### src/ioadi_regs.svh
`ifndef IOADI_REGS_SVH
`define IOADI_REGS_SVH
// ----------------------------------------
// Card address map and constants
// ----------------------------------------
`define IOADI_OFS_RELAY 2'h0
`define IOADI_OFS_INPUT 2'h1
`define IOADI_OFS_IRQ_STAT 2'h2
`define IOADI_OFS_IRQ_MASK 2'h3
`define IOADI_SW_DEFAULT 8'hC0
`define IOADI_RELAY_RESET 8'h00
`define IOADI_IRQ_BITS 2
`define IOADI_IRQ_EDGE 0
`define IOADI_IRQ_OVR 1
`define IOADI_IRQ_RESET 2'h0
`define IOADI_IN_ZERO 0
`define IOADI_IN_FOUR 4
`define IOADI_LVL_COUNT 8
`define IOADI_LVL_W 3
`define IOADI_LVL_NONE 3'h0
`endif

### src/ioadi_pkg.sv
`default_nettype none
// ----------------------------------------
// Shared types
// ----------------------------------------
package ioadi_pkg;
  typedef struct packed {
    logic [9:0] addr;
    logic [7:0] wdata;
    logic wr;
    logic rd;
  } ioadi_bus_s;

  typedef struct packed {
    logic irq_level_jumper_x;
    logic [2:0] irq_level_jumper;
    logic gate_mode_jumper;
    logic trigger_edge_jumper;
  } ioadi_jumper_s;

  typedef enum logic [1:0] {
    IOADI_EDGE_IDLE = 2'b00,
    IOADI_EDGE_SEEN = 2'b01
  } ioadi_edge_e;
endpackage
`default_nettype wire

### src/ioadi_card.sv
// Our own choices: the register offsets and the plain strobed port.
`include "ioadi_regs.svh"
`default_nettype none
module ioadi_card (
  input wire logic clock_in,
  input wire logic sys_rst_in,
  input wire logic [9:0] io_addr_in,
  input wire logic [7:0] io_wdata_in,
  input wire logic io_wr_in,
  input wire logic io_rd_in,
  output logic [7:0] io_rdata_out,
  output logic io_hit_out,
  input wire logic [7:0] base_select_switch_in,
  input wire logic irq_level_jumper_x_in,
  input wire logic [2:0] irq_level_jumper_in,
  input wire logic gate_mode_jumper_in,
  input wire logic trigger_edge_jumper_in,
  input wire logic [7:0] isolated_input_in,
  output logic [7:0] relay_out,
  output logic [7:0] irq_lines_out,
  output logic [7:0] irq_lines_oe_out,
  output logic irq_out
);
  // ----------------------------------------
  // State and bus grouping
  // ----------------------------------------
  typedef struct packed {
    logic [7:0] relay;
    logic [`IOADI_IRQ_BITS-1:0] stat;
    logic [`IOADI_IRQ_BITS-1:0] mask;
    logic [7:0] rdata;
    logic hit;
    logic [7:0] sw;
    logic sw_loaded;
  } ioadi_state_s;

  ioadi_state_s s_q;
  ioadi_state_s s_d;
  ioadi_pkg::ioadi_bus_s bus;
  ioadi_pkg::ioadi_jumper_s jmp;
  logic [7:0] inputs_sync;
  logic [7:0] sw_sync;
  logic [5:0] jmp_sync;
  logic [7:0] match_bits;
  logic sel;
  logic [1:0] ofs;
  logic edge_p;
  logic [`IOADI_IRQ_BITS-1:0] ev;
  logic [`IOADI_IRQ_BITS-1:0] clr;
  logic irq_level;
  logic [`IOADI_LVL_COUNT-1:0] lvl_dec;

  assign bus = '{addr: io_addr_in, wdata: io_wdata_in, wr: io_wr_in, rd: io_rd_in};

  // ----------------------------------------
  // Pin synchronisers
  // ----------------------------------------
  ioadi_sync #(.WIDTH(8)) u_sync_in (
    .clock_in(clock_in),
    .async_in(isolated_input_in),
    .sync_out(inputs_sync)
  );

  ioadi_sync #(.WIDTH(8)) u_sync_sw (
    .clock_in(clock_in),
    .async_in(base_select_switch_in),
    .sync_out(sw_sync)
  );

  ioadi_sync #(.WIDTH(6)) u_sync_jmp (
    .clock_in(clock_in),
    .async_in({irq_level_jumper_x_in, irq_level_jumper_in, gate_mode_jumper_in,
               trigger_edge_jumper_in}),
    .sync_out(jmp_sync)
  );

  assign jmp = ioadi_pkg::ioadi_jumper_s'(jmp_sync);

  // ----------------------------------------
  // Address decode
  // ----------------------------------------
  // Switch bit 7 is position 1 (A9), bit 0 is position 8 (A2); 1 = off
  genvar k;
  generate
    for (k = 0; k < 8; k++) begin : g_match
      assign match_bits[k] = (bus.addr[k+2] == s_q.sw[k]);
    end
  endgenerate

  assign sel = s_q.sw_loaded & (&match_bits);
  assign ofs = bus.addr[1:0];

  // ----------------------------------------
  // Interrupt source
  // ----------------------------------------
  ioadi_edge u_edge (
    .clock_in(clock_in),
    .sys_rst_in(sys_rst_in),
    .level_in(inputs_sync[`IOADI_IN_ZERO]),
    .falling_in(jmp.trigger_edge_jumper),
    .gate_on_in(jmp.gate_mode_jumper),
    .gate_level_in(inputs_sync[`IOADI_IN_FOUR]),
    .edge_out(edge_p)
  );

  // Overrun flags an edge that arrives while the edge flag still stands
  always_comb begin
    ev = '0;
    ev[`IOADI_IRQ_EDGE] = edge_p;
    ev[`IOADI_IRQ_OVR] = edge_p & s_q.stat[`IOADI_IRQ_EDGE];
  end

  always_comb begin
    clr = '0;
    if (sel && bus.wr && ofs == `IOADI_OFS_IRQ_STAT) begin
      clr = bus.wdata[`IOADI_IRQ_BITS-1:0];
    end
  end

  // ----------------------------------------
  // Next-state logic
  // ----------------------------------------
  always_comb begin
    s_d = s_q;
    s_d.hit = 1'b0;
    s_d.rdata = 8'h00;
    // Switch setting captured once after reset release
    if (!s_q.sw_loaded) begin
      s_d.sw = sw_sync;
      s_d.sw_loaded = 1'b1;
    end
    // Writes; unused offsets change nothing
    if (sel && bus.wr) begin
      s_d.hit = 1'b1;
      case (ofs)
        `IOADI_OFS_RELAY: s_d.relay = bus.wdata;
        `IOADI_OFS_IRQ_MASK: s_d.mask = bus.wdata[`IOADI_IRQ_BITS-1:0];
        default: s_d.relay = s_q.relay;
      endcase
    end
    // Reads return data in the following cycle
    if (sel && bus.rd) begin
      s_d.hit = 1'b1;
      case (ofs)
        `IOADI_OFS_RELAY: s_d.rdata = s_q.relay;
        `IOADI_OFS_INPUT: s_d.rdata = inputs_sync;
        `IOADI_OFS_IRQ_STAT: s_d.rdata = {6'h00, s_q.stat};
        `IOADI_OFS_IRQ_MASK: s_d.rdata = {6'h00, s_q.mask};
        default: s_d.rdata = 8'h00;
      endcase
    end
    // Set wins over a write-one clear in the same cycle
    s_d.stat = (s_q.stat & ~clr) | ev;
  end

  // ----------------------------------------
  // State register
  // ----------------------------------------
  always_ff @(posedge clock_in) begin
    if (sys_rst_in) begin
      s_q <= '{relay: `IOADI_RELAY_RESET, stat: `IOADI_IRQ_RESET, mask: `IOADI_IRQ_RESET,
               rdata: 8'h00, hit: 1'b0, sw: `IOADI_SW_DEFAULT, sw_loaded: 1'b0};
    end else begin
      s_q <= s_d;
    end
  end

  // ----------------------------------------
  // Interrupt routing
  // ----------------------------------------
  assign irq_level = |(s_q.stat & s_q.mask);

  // One-hot line select; X position drives nothing
  generate
    for (k = 0; k < `IOADI_LVL_COUNT; k++) begin : g_irq
      assign lvl_dec[k] = ~jmp.irq_level_jumper_x &
                          (jmp.irq_level_jumper == (`IOADI_LVL_W)'(k));
      assign irq_lines_oe_out[k] = lvl_dec[k];
      assign irq_lines_out[k] = lvl_dec[k] & irq_level;
    end
  endgenerate

  assign irq_out = irq_level & ~jmp.irq_level_jumper_x;
  assign relay_out = s_q.relay;
  assign io_rdata_out = s_q.rdata;
  assign io_hit_out = s_q.hit;
endmodule
`default_nettype wire

### src/ioadi_sync.sv
`include "ioadi_regs.svh"
`default_nettype none
// ----------------------------------------
// Two-stage synchroniser, one per bit
// ----------------------------------------
module ioadi_sync #(
  parameter int WIDTH = 8
) (
  input wire logic clock_in,
  input wire logic [WIDTH-1:0] async_in,
  output logic [WIDTH-1:0] sync_out
);
  logic [WIDTH-1:0] stage_q;
  logic [WIDTH-1:0] sync_q;

  // Each bit passes two flip-flops
  genvar i;
  generate
    for (i = 0; i < WIDTH; i++) begin : g_bit
      // No reset, so a pin held high through reset gives no false edge after it
      always_ff @(posedge clock_in) begin
        stage_q[i] <= async_in[i];
        sync_q[i] <= stage_q[i];
      end
    end
  endgenerate

  assign sync_out = sync_q;
endmodule
`default_nettype wire

### src/ioadi_edge.sv
`include "ioadi_regs.svh"
`default_nettype none
// ----------------------------------------
// Edge detector with polarity select and gate
// ----------------------------------------
module ioadi_edge (
  input wire logic clock_in,
  input wire logic sys_rst_in,
  input wire logic level_in,
  input wire logic falling_in,
  input wire logic gate_on_in,
  input wire logic gate_level_in,
  output logic edge_out
);
  typedef struct packed {
    logic prev;
    ioadi_pkg::ioadi_edge_e st;
    logic edge_p;
  } ioadi_edge_state_s;

  ioadi_edge_state_s s_q;
  ioadi_edge_state_s s_d;
  logic hit;

  // Pulse once per qualifying transition, never on a steady level
  always_comb begin
    s_d = s_q;
    hit = falling_in ? (s_q.prev & ~level_in) : (~s_q.prev & level_in);
    s_d.prev = level_in;
    s_d.edge_p = 1'b0;
    case (s_q.st)
      ioadi_pkg::IOADI_EDGE_IDLE: begin
        s_d.st = ioadi_pkg::IOADI_EDGE_SEEN;
      end
      ioadi_pkg::IOADI_EDGE_SEEN: begin
        s_d.edge_p = hit & (~gate_on_in | gate_level_in);
      end
      default: begin
        s_d.st = ioadi_pkg::IOADI_EDGE_IDLE;
      end
    endcase
  end

  // First cycle after reset only learns the level
  always_ff @(posedge clock_in) begin
    if (sys_rst_in) begin
      s_q <= '{prev: 1'b0, st: ioadi_pkg::IOADI_EDGE_IDLE, edge_p: 1'b0};
    end else begin
      s_q <= s_d;
    end
  end

  assign edge_out = s_q.edge_p;
endmodule
`default_nettype wire

### config.mk
export PLATFORM = sky130hd
export DESIGN_NAME = ioadi_card
export DESIGN_NICKNAME = d
export VERILOG_FILES = /design/src/ioadi_pkg.sv /design/src/ioadi_card.sv /design/src/ioadi_sync.sv /design/src/ioadi_edge.sv
export VERILOG_INCLUDE_DIRS = /design/src /design/src/src
export SDC_FILE = /design/constraint.sdc
export NUM_CORES = 1
export LEC_CHECK = 0
export ABC_CLOCK_PERIOD_IN_PS = 1600
export BUFFER_PORTS_ARGS = -buffer_cell sky130_fd_sc_hd__clkbuf_2
export CAP_MARGIN = 20
export CELL_PAD_IN_SITES_DETAIL_PLACEMENT = 1
export CELL_PAD_IN_SITES_GLOBAL_PLACEMENT = 2
export CORE_MARGIN = 5
export CORE_UTILIZATION = 33
export CTS_BUF_LIST = sky130_fd_sc_hd__clkbuf_8
export DETAILED_ROUTE_END_ITERATION = 8
export GPL_ROUTABILITY_DRIVEN = 0
export PLACE_DENSITY_LB_ADDON = 0.1
export REMOVE_ABC_BUFFERS = 1
export SLEW_MARGIN = 10
export SYNTH_ARGS = -nofsm -noshare
export SYNTH_HDL_FRONTEND = slang
export SYNTH_HIERARCHICAL = 1
export SYNTH_SLANG_ARGS = --single-unit
### constraint.sdc
create_clock -name clock_in -period 1.6 [get_ports clock_in]
set_input_delay 0.24 -clock clock_in [delete_from_list [all_inputs] [get_ports clock_in]]
set_output_delay 0.24 -clock clock_in [all_outputs]
set_load 0.01 [all_outputs]
==> results of run 1 <==
## worst max-delay path: stages (launching register included)
cell     delay (ns)
dfxtp_2        0.34
a22oi_2        0.08
or3_4          0.40
buf_4          0.16
nor2_4         0.09
buf_6          0.10
## registers in the layout, indices dropped and copies added (netlist names), 2 cells and up
signal and count:
io_rdata_out 8, u_sync_sw/stage_q 8, u_sync_jmp/stage_q 6, u_sync_in/stage_q 8
relay_out 8, u_edge/s_q 2, u_sync_in/sync_out 8, u_sync_jmp/sync_out 6
s_q 13, u_sync_sw/sync_out 8
## logic make-up (layout without fill, tap and decap cells)
family | after synthesis | after routing | share of synthesized area
flops | 77 | 77 | 0.602
buf+inv | 29 | 137 | 0.0693
mux | 26 | 26 | 0.111
compound gates | 9 | 9 | 0.0449
xor+xnor | 5 | 5 | 0.0171
simple gates | 77 | 77 | 0.156
## path summary, 6_finish.rpt
path / start / to / slack (ns) / cells after the start
worst max-delay path: s_q[20] / irq_lines_out[3] / -0.16 / 5
worst min-delay path: io_wdata_in[3] / relay_out[3] / 0.11 / 3
worst max register to register: s_q[3] / relay_out[7] / 0 / 5
worst min register to register: u_sync_jmp/stage_q[2] / u_sync_jmp/sync_out[2] / 0.33 / 0
## metal layers
metal | vias to the layer above | part of all wire
met5 | - | 0
met4 | 0 | 0.0058
met3 | 5 | 0.052
met2 | 51 | 0.52
met1 | 876 | 0.42
li1 | 941 | -
## cell type report
class                   count  area [um^2]
fillers                   846         4050
flip-flops and latches     77         1560
repair buffers            116          752
multi-input cells         117          951
clock buffers               9          124
clock inverters             7         65.1
inverters                   5         18.8
well taps                 102          128
## through the flow
stage,utilization,TNS [ns],setup WS [ns],hold slack (ns),total power [uW]
final,0.470,-0.756,-0.159,0.107,3710
after detailed placement,0.393,-0.335,-0.0543,0.313,2290
after floorplan,-,0,0.00536,0.268,2170
after CTS,0.457,-0.941,-0.177,0.0886,3760
after global placement,0.393,0,0.00131,0.310,2290
after global routing,0.470,-2.41,-0.257,0.0896,3900
## power by group through the flow
stage	logic, uW	clock network, uW	registers (uW)
4_1_cts	273	1460	2030
3_5_place_dp	221	0	2070
2_1_floorplan	102	0	2070
6_report	282	1390	2030
5_1_grt	311	1550	2040
3_3_place_gp	218	0	2070
## placed cells by master, fill, tap and decap left out, drive strengths merged, types with 2 or more instances in the layout
| master | netlist | routed |
|---|---|---|
| nand2 | 23 | 23 |
| xor2 | 5 | 5 |
| a2111oi | 2 | 2 |
| clkbuf | 6 | 82 |
| a311oi | 2 | 2 |
| and4 | 2 | 2 |
| buf | 18 | 21 |
| nand2b | 7 | 7 |
| mux4 | 2 | 2 |
| dfxtp | 77 | 77 |
| nor2 | 15 | 15 |
| mux2i | 24 | 24 |
| o2111a | 2 | 2 |
| nor3 | 12 | 12 |
| inv | 4 | 10 |
| nor3b | 8 | 8 |
| dlygate4sd3 | 0 | 22 |
| nor2b | 3 | 3 |
| clkinv | 1 | 2 |
## what timing repair did
action	4_1_cts	5_1_grt
setup buffers	4	3
pin swaps	9	7
endpoints found under the hold margin	22	0
endpoints found under the setup margin	21	25
hold buffers	22	0
gates resized for setup	17	21
==> results.json, run 1 <==
{
  "hp-class": "primary input to flip-flop",
  "synth_area_mm2": 0.00256,
  "antenna_found_initial": 0,
  "min_period_ns": 1.76,
  "grt_pass1_vias": 1960,
  "critical_path_class": "flip-flop to output port",
  "startpoint_type": "flip-flop",
  "synthTopCellsByCount": "dfxtp_1 (77), mux2i_1 (24), nand2_1 (23), buf_4 (16), nor2_1 (15)",
  "yosys.area.top_type": "dfxtp_1",
  "comb_power_share": 0.076,
  "fp.coreArea_mm2": 0.00765,
  "clock_path_buffers": 2,
  "cts_buffers": 9,
  "clock_power_share": 0.376,
  "htree_levels": 3,
  "worst_slack_ns": -0.159,
  "wl_um": 5850,
  "clk_latency_ns": 0.35,
  "track_usage": 0.128,
  "synth_most_common_cell": "dfxtp_1",
  "maxCapViolCount": 0,
  "p_int_uw": 2760,
  "drv_slew": 0,
  "clock_sinks": 77,
  "area_delta_synth_final_pct": 40.2,
  "grt-busiest-layer": "met2",
  "avgSynthCellArea_um2": 11.5,
  "violations": "negative setup slack",
  "die_h_um": 98.1,
  "setup_viol": 7,
  "irDropWorstVdd_uv": 621,
  "place_inst": 388,
  "vias_per_cell": 4.33,
  "syn_inst": 223,
  "status": "finished, violations left",
  "synth_edf_count": 0,
  "die_w_um": 98.1,
  "grt_pass1_wl_um": 9600,
  "io_buffers": 77,
  "seqPwrFrac": 0.548,
  "synth-main-ff-cell": "dfxtp_1",
  "stdcell_area_mm2": 0.00359,
  "final_nets": 370,
  "drive_gt1_frac": 0.441,
  "cts_tree": "yes",
  "synth.distinct_cells": 30,
  "grt_max_degree": 17,
  "synthArstFlopShare": 0,
  "grt_use_met3": 0.0479,
  "leakagePower_uw": 0.00160,
  "grt_use_met2": 0.219,
  "drc": 0,
  "skew_ns": 0.00779,
  "fin_crit_sh": 1.10,
  "worst_pin_slew_ns": 0.378,
  "root_buffer": "clkbuf_8",
  "rows": 32,
  "yosysWarningCount": 6,
  "crit_path_end_kind": "output port",
  "power_density_mw_per_mm2": 1030,
  "arrival_ns": 1.52,
  "globalRouteMet1Util": 0.146,
  "instances_no_fill": 433,
  "p_sw_frac": 0.255,
  "firstDrtPassIters": 4,
  "clkTransAtPathRegs_ns": 0.09,
  "netlist_top_cells_area": "dfxtp_1 (60%), mux2i_1 (9.4%), buf_4 (4.7%), nand2_1 (3.4%), nor3_1 (2.3%)",
  "synth-seq-cells": 77,
  "grt-ovfl-total": 0,
  "max_freq_ghz": 0.569,
  "hold_viol": 0,
  "initial_core_util": 0.335,
  "synth_top_area_frac": 0.602,
  "drt_iter0_drc": 52,
  "dieArea_mm2": 0.00963,
  "hpwl_um": 4220,
  "max_slew_margin": 0.748,
  "net-switching-power_uw": 945,
  "ioPinCount": 78,
  "yosysSeqAreaShare": 0.602,
  "avgRoutedWirePerCell_um": 13.5,
  "antenna_cells": 0,
  "ant_nets": 0,
  "cp_max_fo": 4,
  "worstPathRequired_ns": 1.36,
  "rsz0062_at_grt": "yes",
  "placed_area_mm2": 0.00300,
  "vias": 1873
}
No activity file was read; power rests on OpenSTA's default activity.
==> run 2, diff against run 1 <==
Settings changed: REMOVE_ABC_BUFFERS 1 to unset.
==> run 2 against run 1 <==
Against the previous run:
- the run still ends with negative setup slack left
- final cell count decreased by 0.23%
- setup slack improved by 0.079 ns
- hold slack improved by 0.025 ns
- first-iteration DRC count decreased by 40%
- clock power increased by 9%
- register-to-register slack improved by 0.03 ns
- clock skew about the same
- wire length decreased by 1.1%
- critical endpoint is now irq_lines_out[1]
- largest power group unchanged
==> results.json, run 2 (same netlist as run 1, synthesis figures left out) <==
{
  "drive_gt1_frac": 0.400,
  "place_inst": 388,
  "cts_tree": "yes",
  "max_freq_ghz": 0.595,
  "rsz0062_at_grt": "yes",
  "cp_max_fo": 4,
  "antenna_cells": 0,
  "grt_max_degree": 13,
  "worstPathRequired_ns": 1.36,
  "regToRegStartpoint": "s_q[1]",
  "drt_iter0_drc": 31,
  "io_buffers": 77,
  "timing.rr.end": "relay_out[1]",
  "arrival_ns": 1.44,
  "grt-ovfl-total": 0,
  "clk_latency_ns": 0.34,
  "regArea_mm2": 0.00156,
  "placed_area_mm2": 0.00300,
  "post-route-util": 0.465,
  "clock_path_buffers": 2,
  "power_uw": 3810,
  "firstDrtPassIters": 4,
  "crit_path_start": "s_q[18]",
  "skew_ns": 0.00812,
  "crit_chain": "a22oi_2, or3_4, nor3b_2, buf_2",
  "violations": "negative setup slack",
  "hold_viol": 0,
  "final_nets": 369,
  "stdcell_area_mm2": 0.00355,
  "fillCellCount": 855,
  "root_buffer": "clkbuf_8",
  "regMostFlops": "s_q",
  "startpoint_type": "flip-flop",
  "drv_slew": 0,
  "syn_nets": 267,
  "cpMaxStageDelayCell": "or3_4",
  "dieArea_mm2": 0.00963,
  "min_period_ns": 1.68,
  "avgRoutedWirePerCell_um": 13.4,
  "rows": 32,
  "antenna_found_initial": 0,
  "die_h_um": 98.1,
  "max_slew_margin": 0.767,
  "drc": 0,
  "preCtsSetupSlack_ns": -0.00731,
  "grt-busiest-layer": "met2",
  "hp-class": "primary input to flip-flop",
  "hpwl_um": 4030,
  "leakagePower_uw": 0.00159,
  "globalRouteMet1Util": 0.145,
  "multi_input_area_um2": 905,
  "instances_no_fill": 432,
  "area_delta_synth_final_pct": 38.7,
  "ff2ff_setup_slack_ns": 0.03,
  "initial_core_util": 0.335,
  "cts_buffers": 9,
  "final_cell_mix": "clkbuf_2 (74), dfxtp_1 (69), mux2i_1 (24)",
  "ioPinCount": 78,
  "worst_slack_ns": -0.0795,
  "wl_um": 5780,
  "largest_reg_flops": 13,
  "htree_levels": 3,
  "grt_use_met2": 0.212,
  "power_density_mw_per_mm2": 1070,
  "rr_worst_depth": 5,
  "grt_use_met3": 0.0436,
  "fin_crit_sh": 1.05,
  "critical_path_class": "flip-flop to output port",
  "irDropWorstVdd_uv": 764,
  "vias": 1870,
  "crit_path_end_kind": "output port",
  "final_common_cell": "clkbuf_2",
  "worst_pin_slew_ns": 0.350,
  "vias_per_cell": 4.33,
  "setup_viol": 5,
  "ant_nets": 0,
  "crit_end": "irq_lines_out[1]",
  "clkTransAtPathRegs_ns": 0.08,
  "clock_sinks": 77,
  "maxCapViolCount": 0,
  "fp.coreArea_mm2": 0.00765,
  "grt_pass1_wl_um": 9480,
  "grt_pass1_vias": 1989,
  "status": "finished, violations left",
  "die_w_um": 98.1,
  "track_usage": 0.126,
  "slowest_delay_ns": 0.37
}
run 2: cell count changes in the layout (fill, tap and decap cells not counted), moves of 3 or more:
cell     before  now
inv_1         4    7
dfxtp_2      11    6
inv_8         3    0
inv_6         3    0
dfxtp_1      66   69
run 2: worst max-delay path, delay by kind of cell, from the launching register on:
kind                   cells  cell delay [ns]
and+or+nand+nor            2             0.54
AOI/OAI and AO/OA          1             0.08
DFF                        1             0.34
buffers and inverters      1             0.15
run 2: power breakdown:
part	total [uW]	internal, uW	leakage (uW)	switching [uW]
combinational	265	148	0.000837	117
clock	1520	859	0.000113	660
sequential	2030	1990	0.000643	37.1
run 2: cell type report:
| type | count | area share |
|---|---|---|
| clock buffer | 9 | 0.0349 |
| timing repair buffer | 115 | 0.208 |
| inverter | 5 | 0.00528 |
| multi-input combinational | 117 | 0.255 |
| clock inverter | 7 | 0.0236 |
| sequential | 77 | 0.438 |
| tap | 102 | 0.0359 |
run 2: metal layers:
metal	share of wire	wire, um
met5	0	0
met3	0.061	355
met2	0.51	2950
met4	0.012	72
met1	0.42	2400
run 2: repair_timing:
| item | 4_1_cts | 5_1_grt |
|---|---|---|
| hold buffers | 22 | 0 |
| buffers inserted | 4 | 2 |
| endpoints found under the hold margin | 22 | 0 |
| pin swaps | 6 | 2 |
| endpoints found under the setup margin | 16 | 24 |
| gates resized for setup | 12 | 14 |
run 2: metrics by stage:
step,setup TNS [ns],hold WS (ns)
5_1_grt,-1.22,0.139
3_3_place_gp,0,0.310
2_1_floorplan,0,0.268
4_1_cts,-0.558,0.114
6_report,-0.207,0.132
3_5_place_dp,-0.0133,0.313
run 2: how the worst min path moves through the flow:
stage	to	depth (start not counted)	slack (ns)	from
finish	relay_out[2]	3	0.13	io_wdata_in[2]
global route	relay_out[4]	3	0.14	io_wdata_in[4]
global placement	u_sync_jmp/sync_out[5]	0	0.31	u_sync_jmp/stage_q[5]
CTS	relay_out[3]	3	0.11	io_wdata_in[3]
detailed placement	u_sync_sw/sync_out[7]	0	0.31	u_sync_sw/stage_q[7]
floorplan	u_sync_in/stage_q[0]	0	0.27	isolated_input_in[0]
==> run 3, diff against run 2 <==
Settings changed: CORE_UTILIZATION 33 to 31, CTS_BUF_LIST sky130_fd_sc_hd__clkbuf_8 to unset.
==> run 3 against run 2 <==
Against the previous run:
- clock skew shrank 0.0026 ns
- hold slack got worse by 0.014 ns
- clock power grew 14%
- largest cell class unchanged
- largest power group unchanged
- the flow still finishes with violations (negative setup slack)
==> results.json, run 3 (same netlist as run 1, synthesis figures left out) <==
{
  "vias": 1835,
  "drc": 0,
  "preCtsSetupSlack_ns": -0.0237,
  "arrival_ns": 1.46,
  "irDropWorstVdd_uv": 576,
  "critical_path_class": "flip-flop to output port",
  "fin_crit_sh": 1.06,
  "maxCapViolCount": 0,
  "initial_core_util": 0.315,
  "setup_viol": 7,
  "hold_viol": 0,
  "drv_slew": 0,
  "syn_nets": 267,
  "violations": "negative setup slack",
  "p_int_uw": 3180,
  "hold_depth": 3,
  "startpoint_type": "flip-flop",
  "dieArea_mm2": 0.0102,
  "clock_path_buffers": 2,
  "rows": 33,
  "clk_latency_ns": 0.34,
  "clock_power_share": 0.430,
  "htree_levels": 3,
  "worstPathRequired_ns": 1.36,
  "drt_iter0_drc": 51,
  "track_usage": 0.119,
  "antenna_found_initial": 0,
  "largest_reg_flops": 13,
  "clkTransAtPathRegs_ns": 0.08,
  "p_sw_frac": 0.213,
  "comb_power_share": 0.067,
  "hpwl_um": 4060,
  "seqPwrFrac": 0.503,
  "crit_path_end_kind": "output port",
  "grt_max_degree": 20,
  "max_slew_margin": 0.626,
  "worst_slack_ns": -0.102,
  "wl_um": 5690,
  "area_delta_synth_final_pct": 43.0,
  "fillCellCount": 880,
  "crit_path_start": "s_q[18]",
  "hp-class": "primary input to flip-flop",
  "final_nets": 366,
  "hp-start": "io_wdata_in[5]",
  "grt_pass1_wl_um": 9280,
  "die_h_um": 101,
  "cts_tree": "yes",
  "final_cell_mix": "clkbuf_2 (70), dfxtp_1 (69), mux2i_1 (24)",
  "status": "finished, violations left",
  "min_period_ns": 1.70,
  "net-switching-power_uw": 859,
  "grt_pass1_vias": 1924,
  "io_buffers": 77,
  "final_common_cell": "clkbuf_2",
  "antenna_cells": 0,
  "cts_buffers": 9,
  "drive_gt1_frac": 0.440,
  "clock_sinks": 77,
  "regToRegStartpoint": "s_q[8]",
  "rr_worst_depth": 5,
  "rsz0062_at_grt": "yes",
  "regMostFlops": "s_q",
  "die_w_um": 101,
  "power_density_mw_per_mm2": 1100,
  "max_freq_ghz": 0.587,
  "cp_max_fo": 4,
  "leakagePower_uw": 0.00164,
  "skew_ns": 0.00554,
  "firstDrtPassIters": 4,
  "fp.coreArea_mm2": 0.00813,
  "vias_per_cell": 4.25,
  "power_uw": 4040,
  "root_buffer": "clkbuf_8",
  "grt-ovfl-total": 0,
  "ant_nets": 0,
  "tns_ns": -0.439,
  "avgRoutedWirePerCell_um": 13.2,
  "ioPinCount": 78,
  "worst_pin_slew_ns": 0.561
}
## run 3: power by group through the flow
stage,clock (uW),combinational (uW),sequential (uW)
floorplan,0,121,2060
global placement,0,213,2070
detailed placement,0,215,2070
CTS,1800,259,2030
global route,1880,301,2040
finish,1730,271,2030
## run 3: per-stage QoR
step | hold slack, ns | cell area (um^2) | utilization | instances
after global routing | 0.110 | 3660 | 0.451 | 432
after floorplan | 0.268 | 2560 | - | 223
after CTS | 0.0903 | 3500 | 0.430 | 428
after detailed placement | 0.313 | 3000 | 0.369 | 390
final | 0.118 | 3660 | 0.451 | 432
after global placement | 0.310 | 3000 | 0.369 | 390
## run 3: layout make-up
cell class / count / area (um^2) / area share
clock inverters: 6 / 111 / 0.0304
flip-flops and latches: 77 / 1550 / 0.424
well taps: 105 / 131 / 0.0358
multi-input cells: 117 / 998 / 0.272
clock buffers: 10 / 128 / 0.0348
inverters: 5 / 18.8 / 0.00512
repair buffers: 112 / 723 / 0.197
## run 3: worst max-delay path, cell delays in order, from the launching register on
cell and delay [ns]:
dfxtp_2 0.35, a22oi_2 0.09, buf_4 0.15, nor2_4 0.11, nand2_4 0.09, nor3b_2 0.19, buf_2 0.15
## run 3: final timing paths
check	end	slack [ns]
hold reg to reg	u_sync_in/sync_out[4]	0.33
setup / recovery	irq_lines_out[6]	-0.10
hold / removal	relay_out[5]	0.12
setup reg to reg	relay_out[7]	0
## run 3: timing repair
| action | in CTS | in global routing |
|---|---|---|
| hold buffers | 22 | 0 |
| setup buffers | 0 | 3 |
| pin swaps | 6 | 13 |
| endpoints found under the hold margin | 22 | 0 |
| setup endpoints to repair | 19 | 27 |
| cloned | 0 | 1 |
| resized for setup | 12 | 40 |
## run 3: layer usage
metal  GRT usage  part of all wire  up-vias
met2       0.182              0.45       57
li1            -                 -      928
met4      0.0521             0.017        0
met5           0                 0        -
met1       0.154              0.46      839
met3      0.0367             0.067       11
